[config.mk]
export PLATFORM = sky130hd
export DESIGN_NAME = adc_comparator
export DESIGN_NICKNAME = d
export VERILOG_FILES = /design/src/adc_pkg.sv /design/src/adc_comparator.sv
export VERILOG_INCLUDE_DIRS = /design/src
export SDC_FILE = /design/constraint.sdc
export NUM_CORES = 2
export LEC_CHECK = 0
export ABC_AREA = 1
export BUFFER_PORTS_ARGS = -buffer_cell sky130_fd_sc_hd__buf_2
export CORE_MARGIN = 2
export CORE_UTILIZATION = 35
export DETAILED_ROUTE_END_ITERATION = 6
export HOLD_SLACK_MARGIN = 0.1
export MAX_ROUTING_LAYER = met4
export SYNTH_ARGS = -nofsm -noshare
export SYNTH_HDL_FRONTEND = slang
export SYNTH_SLANG_ARGS = --single-unit
[constraint.sdc]
create_clock -name core_clk -period 43.6 [get_ports core_clk]
set_input_delay 2.18 -clock core_clk [delete_from_list [all_inputs] [get_ports core_clk]]
set_output_delay 2.18 -clock core_clk [all_outputs]
set_load 0.05 [all_outputs]
[src/adc_params.svh]
// register offsets, field positions, limits and reset values
`ifndef ADC_PARAMS_SVH
`define ADC_PARAMS_SVH

`define ADC_ADDR_W       8
`define ADC_DATA_W       32

`define ADC_OFS_CTRL     8'h00
`define ADC_OFS_GAIN     8'h04
`define ADC_OFS_OFFSET   8'h08
`define ADC_OFS_ON_THR   8'h0C
`define ADC_OFS_OFF_THR  8'h10
`define ADC_OFS_DEC      8'h14
`define ADC_OFS_STATUS   8'h18
`define ADC_OFS_ACT_X    8'h1C
`define ADC_OFS_ACT_Y    8'h20
`define ADC_OFS_DIFF     8'h24

`define ADC_CTRL_ON_SEL  0
`define ADC_CTRL_OFF_SEL 1
`define ADC_DEC_MSB      1
`define ADC_STAT_Q       0

`define ADC_RAW_MAX      11'h3E8
`define ADC_GAIN_LIM     32'sh000003E8
`define ADC_GAIN_DIV     32'sh00000064
`define ADC_OFFSET_LIM   32'sh00002710
`define ADC_THR_LIM      32'sh00004E20

`define ADC_GAIN_RST     24'sh000064
`define ADC_VAL_RST      24'sh000000
`define ADC_DEC_RST      2'h0

`endif

[src/adc_pkg.sv]
// types shared by the analogue difference comparator
`default_nettype none
package adc_pkg;

   // signed working value; wide enough for every scaled quantity
   typedef logic signed [23:0] adc_val_t;

   typedef struct packed {
      logic        primed;
      logic        on_ref_sel;
      logic        off_ref_sel;
      adc_val_t    gain;
      adc_val_t    offset;
      adc_val_t    on_thr;
      adc_val_t    off_thr;
      logic [1:0]  dec;
      adc_val_t    act_x;
      adc_val_t    act_y;
      adc_val_t    diff;
      logic        q;
      logic [31:0] rd_data;
   } adc_state_s;

endpackage
`default_nettype wire

[src/adc_comparator.sv]
// analogue difference comparator with register port
//
// The plain strobed port and the register addresses were chosen for this implementation.
`include "adc_params.svh"
`default_nettype none

// What this block does
// - same gain and offset scale both inputs
// - raw inputs clamp to zero through 1000
// - gain held in hundredths, within plus/minus 10.00
// - offset limited to plus/minus 10000
// - both thresholds limited to plus/minus 20000
// - decimal places take only values 0..3
// - decimal places never affect the comparison
// - hysteresis: set when difference exceeds on
// - hysteresis: clear when difference at most off
// - window: on at or above on, below off
// - thresholds may follow another block's value
// - thresholds and decimals written only in parameter mode
module adc_comparator
   import adc_pkg::*;
(
   input  wire logic                     core_clk,
   input  wire logic                     rst_n,
   input  wire logic [`ADC_ADDR_W-1:0]   addr,
   input  wire logic [`ADC_DATA_W-1:0]   wr_data,
   input  wire logic                     wr_stb,
   input  wire logic                     rd_stb,
   input  wire logic                     param_mode,
   input  wire logic [10:0]              first_analog_in,
   input  wire logic [10:0]              second_analog_in,
   input  wire logic signed [23:0]       on_ref_value,
   input  wire logic signed [23:0]       off_ref_value,
   output logic                          switch_out,
   output logic [`ADC_DATA_W-1:0]        rd_data
);

   ////////////////////////////////////////////////////////////////////////
   // arithmetic helpers

   // saturate a signed word to +/- lim
   function automatic adc_val_t clamp(input logic signed [31:0] v,
                                      input logic signed [31:0] lim);
      logic signed [31:0] r;
      r = v;
      if (v > lim)
         r = lim;
      else if (v < -lim)
         r = -lim;
      return adc_val_t'(r);
   endfunction

   // actual value = raw * gain / 100 + offset, truncated toward zero
   function automatic adc_val_t scale(input logic [10:0] raw,
                                      input adc_val_t    g,
                                      input adc_val_t    o);
      logic [10:0]        rc;
      logic signed [31:0] rx;
      logic signed [31:0] p;
      rc = (raw > `ADC_RAW_MAX) ? `ADC_RAW_MAX : raw;
      rx = signed'({21'h000000, rc});
      p  = (rx * 32'(g)) / `ADC_GAIN_DIV;
      return adc_val_t'(p + 32'(o));
   endfunction

   // largest magnitude an actual value can reach at full scale
   function automatic logic signed [31:0] act_bound();
      return `ADC_GAIN_LIM * signed'(32'(`ADC_RAW_MAX)) / `ADC_GAIN_DIV
             + `ADC_OFFSET_LIM;
   endfunction

   ////////////////////////////////////////////////////////////////////////
   // state

   adc_state_s st_reg;
   adc_state_s st_next;
   adc_val_t   on_eff;
   adc_val_t   off_eff;

   assign switch_out = st_reg.q;
   assign rd_data    = st_reg.rd_data;

   // referenced thresholds are sampled every evaluation
   assign on_eff  = st_reg.on_ref_sel
                    ? clamp(32'(on_ref_value), `ADC_THR_LIM)
                    : st_reg.on_thr;
   assign off_eff = st_reg.off_ref_sel
                    ? clamp(32'(off_ref_value), `ADC_THR_LIM)
                    : st_reg.off_thr;

   ////////////////////////////////////////////////////////////////////////
   // next state

   always_comb begin
      st_next         = st_reg;
      st_next.primed  = 1'h1;
      st_next.rd_data = '0;

      if (wr_stb) begin
         case (addr)
            `ADC_OFS_CTRL: begin
               st_next.on_ref_sel  = wr_data[`ADC_CTRL_ON_SEL];
               st_next.off_ref_sel = wr_data[`ADC_CTRL_OFF_SEL];
            end
            `ADC_OFS_GAIN: begin
               st_next.gain = clamp(wr_data, `ADC_GAIN_LIM);
            end
            `ADC_OFS_OFFSET: begin
               st_next.offset = clamp(wr_data, `ADC_OFFSET_LIM);
            end
            `ADC_OFS_ON_THR: begin
               if (param_mode) begin
                  st_next.on_thr = clamp(wr_data, `ADC_THR_LIM);
               end
            end
            `ADC_OFS_OFF_THR: begin
               if (param_mode) begin
                  st_next.off_thr = clamp(wr_data, `ADC_THR_LIM);
               end
            end
            `ADC_OFS_DEC: begin
               if (param_mode) begin
                  st_next.dec = wr_data[`ADC_DEC_MSB:0];
               end
            end
            default: begin
            end
         endcase
      end

      if (rd_stb) begin
         case (addr)
            `ADC_OFS_CTRL: begin
               st_next.rd_data[`ADC_CTRL_ON_SEL]  = st_reg.on_ref_sel;
               st_next.rd_data[`ADC_CTRL_OFF_SEL] = st_reg.off_ref_sel;
            end
            `ADC_OFS_GAIN:    st_next.rd_data = 32'(st_reg.gain);
            `ADC_OFS_OFFSET:  st_next.rd_data = 32'(st_reg.offset);
            `ADC_OFS_ON_THR:  st_next.rd_data = 32'(on_eff);
            `ADC_OFS_OFF_THR: st_next.rd_data = 32'(off_eff);
            `ADC_OFS_DEC: begin
               st_next.rd_data[`ADC_DEC_MSB:0] = st_reg.dec;
            end
            `ADC_OFS_STATUS: begin
               st_next.rd_data[`ADC_STAT_Q] = st_reg.q;
            end
            `ADC_OFS_ACT_X:   st_next.rd_data = 32'(st_reg.act_x);
            `ADC_OFS_ACT_Y:   st_next.rd_data = 32'(st_reg.act_y);
            `ADC_OFS_DIFF:    st_next.rd_data = 32'(st_reg.diff);
            default:          st_next.rd_data = '0;
         endcase
      end

      // pipelined one stage per clock: scale now, subtract a clock later, compare a clock after that
      st_next.act_x = scale(first_analog_in, st_reg.gain,
                            st_reg.offset);
      st_next.act_y = scale(second_analog_in, st_reg.gain,
                            st_reg.offset);
      st_next.diff  = st_reg.act_x - st_reg.act_y;

      // comparison works on raw integers; dec is display only
      if (on_eff >= off_eff) begin
         if (st_reg.diff > on_eff)
            st_next.q = 1'h1;
         else if (st_reg.diff <= off_eff)
            st_next.q = 1'h0;
         else
            st_next.q = st_reg.q;
      end else begin
         st_next.q = (st_reg.diff >= on_eff) &&
                     (st_reg.diff < off_eff);
      end
   end

   ////////////////////////////////////////////////////////////////////////
   // registers

   always_ff @(posedge core_clk or negedge rst_n) begin
      if (!rst_n) begin
         st_reg.primed      <= 1'h0;
         st_reg.on_ref_sel  <= 1'h0;
         st_reg.off_ref_sel <= 1'h0;
         st_reg.gain        <= `ADC_GAIN_RST;
         st_reg.offset      <= `ADC_VAL_RST;
         st_reg.on_thr      <= `ADC_VAL_RST;
         st_reg.off_thr     <= `ADC_VAL_RST;
         st_reg.dec         <= `ADC_DEC_RST;
         st_reg.act_x       <= `ADC_VAL_RST;
         st_reg.act_y       <= `ADC_VAL_RST;
         st_reg.diff        <= `ADC_VAL_RST;
         st_reg.q           <= 1'h0;
         st_reg.rd_data     <= '0;
      end else begin
         st_reg <= st_next;
      end
   end
endmodule
`default_nettype wire

# == Word-level counts from Yosys, hierarchy flattened ==
# Index checks and enable logic that the tools add are counted.
# word_totals
ff_bits,205
latchBits,0
mem_bits_rw,0
mem_bits_ro,0
in_bits,115
output_inout_bits,33
wordCells,75
memories,0
# op_classes
n_addsub,3
mul,2
n_div,2
order_cmp,17
n_eq_ne,10
shifts,0
n_mux,21
n_bitwise,0
n_reduce_logical,8
# ops
op,n
two-way mux 24 bit,12
one-hot mux 30 bit (7 select lines),1
"divider 32 x 8 -> 32 bit, second input constant",2
multiplier 12 x 24 -> 32 bit,2
adder 24 bit,2
>= comparator 24 bit,2
"> comparator 24 x 16 -> 1 bit, second input constant",2
"less-than comparator 24 x 16 -> 1 bit, second input constant",2
"== test 8 x 5 -> 1 bit, second input constant",4
"> comparator 32 x 11 -> 1 bit, second input constant",1
"> comparator 32 x 15 -> 1 bit, second input constant",1
"> comparator 32 x 16 -> 1 bit, second input constant",1
"less-than comparator 32 x 11 -> 1 bit, second input constant",1
"less-than comparator 32 x 15 -> 1 bit, second input constant",1
"less-than comparator 32 x 16 -> 1 bit, second input constant",1
two-way mux 32 bit,1
> comparator 24 bit,1
<= comparator 24 bit,1
less-than comparator 24 bit,1
subtractor 24 bit,1
"> comparator 11 x 10 -> 1 bit, second input constant",2
two-way mux 11 bit,2
"== test 8 x 4 -> 1 bit, second input constant",2
"== test 8 x 6 -> 1 bit, second input constant",2
9 further kinds,15

# == Logic depth before layout (Yosys ltp) ==
# depth
word_depth,8
depth_mapped,205
depth_no_buf,203

# == Worst setup path after synthesis ==
# Ideal clock, no wire load.
# synth_path
path_type,input to register
startpoint,input port first_analog_in[0]
endpoint,register st_reg[104] in the netlist's numbering
arrival_ps,22275
path_slack_ps,21212
cell_stages,176
path_buffers,1
cell_sequence,nor2_1 -> nand2_1 -> a21oi_1 -> nor2_2 -> nor2_4 -> inv_1 -> nor2_1 -> inv_1 -> clkbuf_1 -> nand2_1 -> fa_1 -> inv_1 -> fa_1 -> fa_1 -> fa_1 -> inv_1 -> fa_1 -> inv_1 -> [140 not listed] -> a21o_1 -> a21oi_1 -> o21ai_0 -> a21oi_1 -> o21ai_0 -> a21oi_1 -> o21ai_0 -> nand3_1 -> nand2_1 -> a21oi_1 -> nor2_1 -> nor2_1 -> xor2_1 -> xnor2_1 -> inv_1 -> nand4_1 -> nand2_1 -> inv_1
# synth_lines
item,line_no,source
start: declaration,adc_comparator.sv:30,"input wire logic [10:0] first_analog_in,"
end signal: assignment,adc_comparator.sv:194,st_reg <= st_next;
end: declaration,adc_comparator.sv:75,adc_state_s st_reg;

==> metrics <==
commonest cells after routing, fill and taps aside=nand2_1 (1540), inv_1 (1291), nor2_1 (488); Most Used Layer, Global Route=met2; grt ovf=0; Cell variety after synth=88; GRT met2 Usage=35.9%; share of layout cells above drive strength 1=between 10% and 20%; met1 usage=between 20 and 30%; Sink Count=a little under 200; ys async rst share=between 90% and 100%; Slew HR=25.3%; GRT Total Usage=between 20% and 30%; CP max-delay cell=inv_1; number of vias per cell=between 5 and 6; Worst Setup End Kind=flop; DR iter-0 viols=3390; Vias=approximately 42k; synthesized instance count=6628; vias in the first global route=just over 40k; CTS max path bufs=2; final hold violation count=0; crit-path max cell delay=just over 600 ps; Yosys reg bits=197; YS warnings=0; CP most frequent cell=nand2_4; # IOs=148; sequential area share after synthesis=10.8%; clock edge transition at the registers on the reported setup and hold paths=approximately 90 ps; min cycle time layout=around 27000 ps; outcome=finished, final reports clean; Synth Flop Type=dfrtp_1; WP data required=43970 ps; worst hold slack=roughly 480 ps; Post-DRT Antenna Nets=0; drt wl/cell=about 17 um; Synth top area share=a little under a fifth; CP Data Arrival Time=around 27000 ps; critical path class=input port to flop; DRC=0; Startpoint Class=input port; GR Util met3=under 10%; Max Cap Viol=0; clock root buffer=clkbuf_16; Post-Syn Area=45500 um^2; setup violators final=0; CTS resizes=0; FF+latch area=about 4900 um^2; area of the core=129000 um^2; Max Clk Rate=~0.037 GHz; worst hold path type=flop to flop; depth of the CTS H-tree=4; most common cell after layout, fill and taps aside=nand2_1; hold buffer count at CTS=0; max FFs per register=~170; DRT Pass-1 Iters=6; number of flops mapped to enable cells by yosys=0; routed wire length=between 100000 and 150000 um; estimated wirelength of the detail-placed design=roughly 120000 um; Final Max Slew Viols=0; RSZ-0062 raised after global routing=false; fillers=roughly 14k; chip width=365 um; setup tns final=0 ps; Die Ht=approximately 360 um; CTS tree=done; clk_lat worst skew=roughly 500 ps; Port Buf Inserts=between 100 and 150; crit share post-route=61.6%; Starting Density=a little over a third; Mapped Avg Cell Area=between 6 and 7 um^2; area occupied by multi-input gates=roughly 34000 um^2; largest net degree at the start of global routing=~120; antenna violations before repair=2; top cell type by total area after synthesis=fa_1; crit-path max FO=between 40 and 50; Least-Margin Pin Slew=between 1000 and 1500 ps; global-route wire length before repair=between 200000 and 250000 um; die area=133000 um^2; nets=7525; Num CTS Buffers=17; row cnt=around 130; post-CTS setup buffers=0; Worst Skew=between 20 and 25 ps; P&R area growth vs syn=6.72%; synth top area cells=fa_1 (19%), nand2_1 (13%), dfrtp_1 (11%); GP Congestion=0.986
## kinds of logic after synthesis
kind of cell,Yosys count,share of synthesized area [%]
compound gates,662,8.75
xor+xnor,200,4.01
fa+ha+maj,712,26.6
buf+inv,1595,13.9
flops,197,10.8
other cells,1,0.00823
simple gates,3261,35.9
## through the flow
step	util, %	instance area [um^2]	cells	setup WS (ps)
after global placement	37.1	48000	8421	16580
after CTS	37.6	48600	8453	16810
after floorplan	-	45700	6669	21210
after global routing	37.6	48600	8455	14350
final	37.6	48600	8455	16740
after detailed placement	37.1	48000	8421	16370
## layout make-up
cell class              instances  share of cell area [%]
well taps                    1742                    4.48
flip-flops and latches        197                    10.2
clock buffers                  17                   0.875
clock inverters                15                   0.358
inverters                    1423                    11.2
diodes                          2                  0.0103
repair buffers                182                    2.07
multi-input cells            4877                    70.9
## critical path, delay by kind of cell
family / cells / cell delay (ps)
XOR/XNOR: 3 / 710
adder cells (fa/ha/maj): 8 / 3490
buffers and inverters: 18 / 2580
AO/OA/AOI/OAI: 17 / 2850
AND/OR/NAND/NOR: 138 / 15310
## synth_stat cells (65+ instances only)
cell type     n
a21oi_1     201
nand2_2     320
nand4_1     137
nand2_4     128
dfrtp_1     194
inv_2        90
nor2_2       65
clkbuf_1    122
fa_1        427
inv_1      1291
o21ai_0     202
xor2_1      157
nand3_1     350
ha_1        285
nand2_1    1540
nor2_1      489
## metal layers
| layer | share of wire (%) | vias up | wire length, um |
|---|---|---|---|
| li1 | - | 20620 | - |
| met1 | 45 | 20214 | 64100 |
| met2 | 46 | 1261 | 66500 |
| met3 | 6.0 | 188 | 8670 |
| met4 | 2.8 | 0 | 4070 |
| met5 | 0 | - | 0 |
## final timing paths
path,startpoint,end,slack (ps),depth (start not counted)
worst max-delay path,second_analog_in[8],st_reg[80]$_DFF_PN0_,16740,184
worst min-delay path,st_reg[148]$_DFFE_PN0P_,st_reg[148]$_DFFE_PN0P_,480,2
worst max register to register,st_reg[199]$_DFFE_PN0P_,st_reg[80]$_DFF_PN0_,18510,170
worst min register to register,st_reg[148]$_DFFE_PN0P_,st_reg[148]$_DFFE_PN0P_,480,2
max in group asynchronous,rst_n,st_reg[179]$_DFFE_PN0P_,40050,2
min in group asynchronous,rst_n,rd_data[7]$_DFF_PN0_,1840,1
Power is left out: the tool's default activity adds up to more than one toggle a clock period on the data nets, which glitch-free logic cannot reach.
